File: src/hw/ssw_pkg.sv
// package: constants, types and contract summary for the supply supervisor watchdog
// Contract
// reset output held low while the supply flag reports below trip level
// reset held a further hold period after supply recovers or watchdog expires
// full timeout without a clear asserts reset for the hold period
// every rising and falling strobe edge clears the timer; static levels are no service
// a 50 ns strobe pulse is seen as two valid transitions
// any generated reset clears the watchdog timer
// timer held at zero while reset is asserted; counts again after release
// a floating or high-impedance strobe disables the watchdog
// reset output active low; build option picks push-pull or open-drain drive
// host must toggle the strobe faster than the timeout while enabled
// unconnected strobe blocks the expiry path so expiry never asserts reset
// timeout and hold period are build parameters in clock cycles
// strobe and undervoltage flag are synchronised before use
package ssw_pkg;

    localparam int unsigned CLK_PERIOD_PS   = 8000;
    localparam int unsigned STROBE_PULSE_NS = 50;
    // a 50 ns pulse spans at least this many whole clocks, so both edges get sampled
    localparam int unsigned STROBE_PULSE_CYC =
        (STROBE_PULSE_NS * 1000) / CLK_PERIOD_PS;
    // shortest timeout and hold options: 4.3 ms strobe timeout, 1 ms hold, at 125 MHz
    localparam int unsigned TIMEOUT_DEF_CYC = 537500;
    localparam int unsigned HOLD_DEF_CYC    = 125000;
    localparam int unsigned CNT_W           = 32;
    localparam int unsigned SYNC_STAGES     = 2;

    typedef enum logic [1:0] {
        SSW_RUN   = 2'b00,
        SSW_UV    = 2'b01,
        SSW_HOLD  = 2'b10
    } ssw_state_t;

    typedef struct packed {
        logic strobe;
        logic strobe_float;
        logic supply_low;
    } ssw_in_t;

    typedef struct packed {
        ssw_state_t       state;
        logic [CNT_W-1:0] wd_cnt;
        logic [CNT_W-1:0] hold_cnt;
        logic             strobe_prev;
        logic             expired;
        logic             rst_n_out;
        logic             rst_oe;
    } ssw_regs_t;

endpackage

File: src/hw/ssw_sync.sv
// two-flop synchroniser bank for the asynchronous control inputs
`timescale 1ns/1ps
module ssw_sync
    import ssw_pkg::*;
#(
    parameter int unsigned WIDTH = 3
) (
    // clock and reset
    input  wire logic             mclk,
    input  wire logic             nrst,
    // data
    input  wire logic [WIDTH-1:0] d,
    output logic      [WIDTH-1:0] q
);
    logic [WIDTH-1:0] meta_ff;

    // first stage feeds only the second
    always_ff @(posedge mclk) begin
        if (!nrst) begin
            meta_ff <= '0;
            q       <= '0;
        end else begin
            meta_ff <= d;
            q       <= meta_ff;
        end
    end
endmodule

File: src/hw/ssw_top.sv
// supply supervisor with strobe watchdog driving an active-low reset
`timescale 1ns/1ps
module ssw_top
    import ssw_pkg::*;
#(
    parameter int unsigned STROBE_TIMEOUT    = TIMEOUT_DEF_CYC,
    parameter int unsigned RESET_HOLD_PERIOD = HOLD_DEF_CYC,
    parameter bit          OPEN_DRAIN        = 1'b0
) (
    // clock and reset
    input  wire logic mclk,
    input  wire logic nrst,
    // monitored inputs
    input  wire logic supply_low,
    input  wire logic watchdog_strobe_in,
    input  wire logic strobe_floating,
    // reset output pin
    output logic      host_rst_n_o,
    output logic      host_rst_oe
);
    localparam logic [CNT_W-1:0] TMO_LAST  = CNT_W'(STROBE_TIMEOUT - 1);
    localparam logic [CNT_W-1:0] HOLD_LAST = CNT_W'(RESET_HOLD_PERIOD - 1);

    ssw_in_t   raw_in;
    ssw_in_t   syn;
    ssw_regs_t r_ff;
    ssw_regs_t nxt_r;
    logic      strobe_edge;

    assign raw_in = '{strobe: watchdog_strobe_in, strobe_float: strobe_floating,
                      supply_low: supply_low};

    ssw_sync #(.WIDTH($bits(ssw_in_t))) u_sync (
        .mclk (mclk),
        .nrst (nrst),
        .d    (raw_in),
        .q    (syn)
    );

    // either polarity counts as service; 8 ns sampling resolves a 50 ns pulse
    assign strobe_edge = syn.strobe ^ r_ff.strobe_prev;

    function automatic logic [CNT_W-1:0] cnt_inc(input logic [CNT_W-1:0] c);
        cnt_inc = c + CNT_W'(1);
    endfunction

    always_comb begin
        nxt_r             = r_ff;
        nxt_r.strobe_prev = syn.strobe;
        nxt_r.expired     = 1'b0;
        unique case (r_ff.state)
            SSW_RUN: begin
                if (syn.supply_low) begin
                    nxt_r.state  = SSW_UV;
                    nxt_r.wd_cnt = '0;
                end else if (syn.strobe_float || strobe_edge) begin
                    nxt_r.wd_cnt = '0;
                end else if (r_ff.wd_cnt == TMO_LAST) begin
                    nxt_r.state    = SSW_HOLD;
                    nxt_r.wd_cnt   = '0;
                    nxt_r.hold_cnt = '0;
                    nxt_r.expired  = 1'b1;
                end else begin
                    nxt_r.wd_cnt = cnt_inc(r_ff.wd_cnt);
                end
            end
            SSW_UV: begin
                nxt_r.wd_cnt   = '0;
                nxt_r.hold_cnt = '0;
                if (!syn.supply_low) begin
                    nxt_r.state = SSW_HOLD;
                end
            end
            SSW_HOLD: begin
                nxt_r.wd_cnt = '0;
                if (syn.supply_low) begin
                    nxt_r.state = SSW_UV;
                end else if (r_ff.hold_cnt == HOLD_LAST) begin
                    nxt_r.state = SSW_RUN;
                end else begin
                    nxt_r.hold_cnt = cnt_inc(r_ff.hold_cnt);
                end
            end
            default: begin
                nxt_r.state = SSW_UV;
            end
        endcase
        // floating strobe keeps expiry off the reset path
        nxt_r.rst_n_out = (nxt_r.state == SSW_RUN);
        nxt_r.rst_oe    = OPEN_DRAIN ? !nxt_r.rst_n_out : 1'b1;
    end

    always_ff @(posedge mclk) begin
        if (!nrst) begin
            r_ff <= '{state: SSW_HOLD, wd_cnt: '0, hold_cnt: '0, strobe_prev: 1'b0,
                      expired: 1'b0, rst_n_out: 1'b0, rst_oe: 1'b1};
        end else begin
            r_ff <= nxt_r;
        end
    end

    assign host_rst_n_o = r_ff.rst_n_out;
    assign host_rst_oe  = r_ff.rst_oe;
endmodule

File: config.mk
export PLATFORM = sky130hd
export DESIGN_NAME = ssw_top
export DESIGN_NICKNAME = d
export VERILOG_FILES = /design/src/hw/ssw_pkg.sv /design/src/hw/ssw_sync.sv /design/src/hw/ssw_top.sv
export SDC_FILE = /design/constraint.sdc
export NUM_CORES = 1
export LEC_CHECK = 0
export BUFFER_PORTS_ARGS = -buffer_cell sky130_fd_sc_hd__buf_4
export CAP_MARGIN = 20
export CORE_ASPECT_RATIO = 0.75
export CORE_MARGIN = 2
export CORE_UTILIZATION = 60
export DETAILED_ROUTE_END_ITERATION = 7
export GPL_TIMING_DRIVEN = 0
export PLACE_DENSITY = 0.85
export SLEW_MARGIN = 20
export SYNTH_ARGS = -nofsm -noshare
export SYNTH_HDL_FRONTEND = slang
export SYNTH_SLANG_ARGS = --single-unit
File: constraint.sdc
create_clock -name mclk -period 3.79 [get_ports mclk]
set_clock_uncertainty 0.15 [all_clocks]
set_input_delay 0.1895 -clock mclk [delete_from_list [all_inputs] [get_ports mclk]]
set_output_delay 0.1895 -clock mclk [all_outputs]
set_load 0.01 [all_outputs]
==> impl_metrics.ini <==
[clock_tree]
clockBufferDepth = 2
post_cts_buffers = 0
clk_latency_ps = 360
clk_pin_slew_ps = 80
clock-sinks = 74
cts_tree = yes
cts_made_buffers = 9
h-tree-depth = 3
cts-root-buf = clkbuf_8

[grt]
grt_pass1_vias = 3496
grt_pass1_wl_um = 17020
antenna_found_initial = 0
grtUsageTotal = 0.2935
grt_max_degree = 14
grt.overflow.total = 0

[worst_hold_path]
hold_class = reg -> reg
min_to = u_sync.q[2]
min_path_cells = 1
hp-start = u_sync.meta_ff[2]

[yosys]
synth_area_leaders = dfxtp_1 38%, a21oi_1 5.8%, o21ai_0 3.9%, nor2_1 3.9%, nand2_1 3.2%
ys.flop_type = dfxtp_1
yosysMostFrequentCell = dfxtp_1
synth_edf_count = 0
synth-async-reset-ratio = 0
synth_seq_cells = 74
synth_warnings = 0
synth_cell_types = 58
yosysTopAreaCell = dfxtp_1
synth.top_cell.area_share = 0.3764
ys_seq_area_frac = 0.3764
synth.cell_area_mm2 = 0.003936
syn_inst = 485
avgSynthCellArea_um2 = 8.116
syn-num-nets = 496
synthTopCellsByCount = 74 x dfxtp_1, 46 x a21oi_1, 41 x nor2_1, 34 x nand2_1, 31 x o21ai_0

[final_layout]
fin_cells = 591
fillers = 508
syn_to_final_growth_pct = 8.900
drive_above_1_share = 0.08235
diodes = 0
nets = 516
utilization = 0.6784

[critical_path]
crit_path_end_kind = flop
startpoint_type = flop
crit_type = reg -> reg
r2r_start = r_ff[14]
ff2ff_path_depth = 8
rrSetupSlack_ps = 450
worstPathMaxFanout = 10
crit_required_ps = 3940
reg2reg_to = r_ff[20]
cp.arrival_ps = 3490

[floorplanning]
die_h_um = 74.15
core_area_mm2 = 0.006319
ioPinCount = 7
die_w_um = 97.53
row_count = 25
design.die.area_mm2 = 0.007231
start_util = 0.6230

[placement]
place_inst = 571
port_buffers = 5
dp_slack_ps = 649.9
place.gp.congestion = 0.9972
dp_hpwl_um = 7134

[timing]
fin_ws_ps = 452.8
drv_slew = 0
tns_ps = 0
rsz0062_at_grt = false
min_period_ps = 3337
hold_ws_ps = 286.0
max_freq_ghz = 0.2996
slew_headroom = 0.2894
setup_viol = 0
fin_crit_sh = 0.8805
final_hold_viol_count = 0
max_slew.worst_pin.slew_ps = 1056

[flow_run]
cap_violations = 0

[route]
ant_nets = 0
drt_iter0_markers = 563
vias = 4097
drc = 0
wl_um = 10370
wl_per_cell_um = 17.54
first_pass_iters = 6
via_per_inst = 6.932

[power_and_ir_drop]
leakage_uw = 0.001364
p_per_area_mw_per_mm2 = 469.0
ir_drop_v = 0.0003681

[status]
status = finished, final reports clean
-- kinds of logic after synthesis --
group                      after synthesis  share of synthesized area
xor gates and xnor gates                14                    0.03115
other                                    1                  0.0009527
buffers and inverters                   34                    0.03528
adders and majority gates                6                    0.01907
DFF                                     74                     0.3764
AOI/OAI and AO/OA                      133                     0.2120
and+or+nand+nor                        223                     0.3252
-- registers in the layout, summed over array words and instances, names as in the netlist --
signal,count
u_sync.meta_ff,3
host_rst_n_o,1
u_sync.q,3
r_ff,67
-- layer usage --
metal | share of wire | global-route usage
met5 | 0 | 0
met4 | 0.025 | 0.1142
met3 | 0.12 | 0.08083
met2 | 0.41 | 0.4199
met1 | 0.45 | 0.4237
-- timing repair --
item | CTS | global route
hold buffers | 4 | 0
setup endpoints to repair | 0 | 0
gates resized for setup | 0 | 0
hold endpoints to repair | 7 | 0
-- critical path, stage by stage, from the launching register on --
cell,delay (ps)
dfxtp_1,370
nor4bb_1,590
nand4_1,240
o31ai_1,830
or2_2,230
clkbuf_1,270
o21ai_2,220
buf_2,240
nor2_1,120
-- final cells by class --
cell class | instances | area (µm²) | area share
Buffer | 26 | 108.9 | 0.02539
Sequential cell | 74 | 1481 | 0.3456
Timing Repair Buffer | 9 | 77.57 | 0.01810
Clock inverter | 6 | 43.79 | 0.01022
Multi-Input combinational cell | 377 | 2316 | 0.5403
Inverter | 8 | 30.03 | 0.007005
Tap cell | 81 | 101.3 | 0.02364
Clock buffer | 10 | 127.6 | 0.02977
-- metrics by stage --
stage / power (µW) / instance area, µm²
6_report: 2011 / 4287
5_1_grt: 2107 / 4287
4_1_cts: 1988 / 4287
3_5_place_dp: 1446 / 4075
3_3_place_gp: 1430 / 4075
2_1_floorplan: 1270 / 3936
-- how the worst max path moves through the flow --
stage / from / to / depth (start not counted)
floorplan: r_ff[69] / r_ff[24] / 9
global placement: r_ff[36] / r_ff[27] / 9
detailed placement: r_ff[17] / r_ff[20] / 8
CTS: r_ff[17] / r_ff[20] / 8
global route: r_ff[17] / r_ff[20] / 8
finish: r_ff[14] / r_ff[20] / 8
-- placed cells by master, fill, tap and decap left out, types with 5 or more instances in the layout --
master,instances
o21ai_0,31
and2_1,13
buf_2,5
clkbuf_8,9
and3_1,11
nand4_1,14
or3_1,16
ha_1,6
a31oi_1,9
clkbuf_1,19
a311oi_1,10
nor2_1,41
nor3_1,13
a21oi_1,46
nand3_1,21
nand2_1,34
inv_1,6
buf_4,6
and4_1,9
a41oi_1,8
or4_1,6
xnor2_1,12
dfxtp_1,74
nor4_1,14
-- where the power goes --
| group | switching, µW | internal [µW] | total, µW |
|---|---|---|---|
| logic | 449 | 190 | 639 |
| registers | 21.5 | 801 | 822 |
| clock network | 313 | 237 | 550 |
Power figures use the tool's default switching activity.
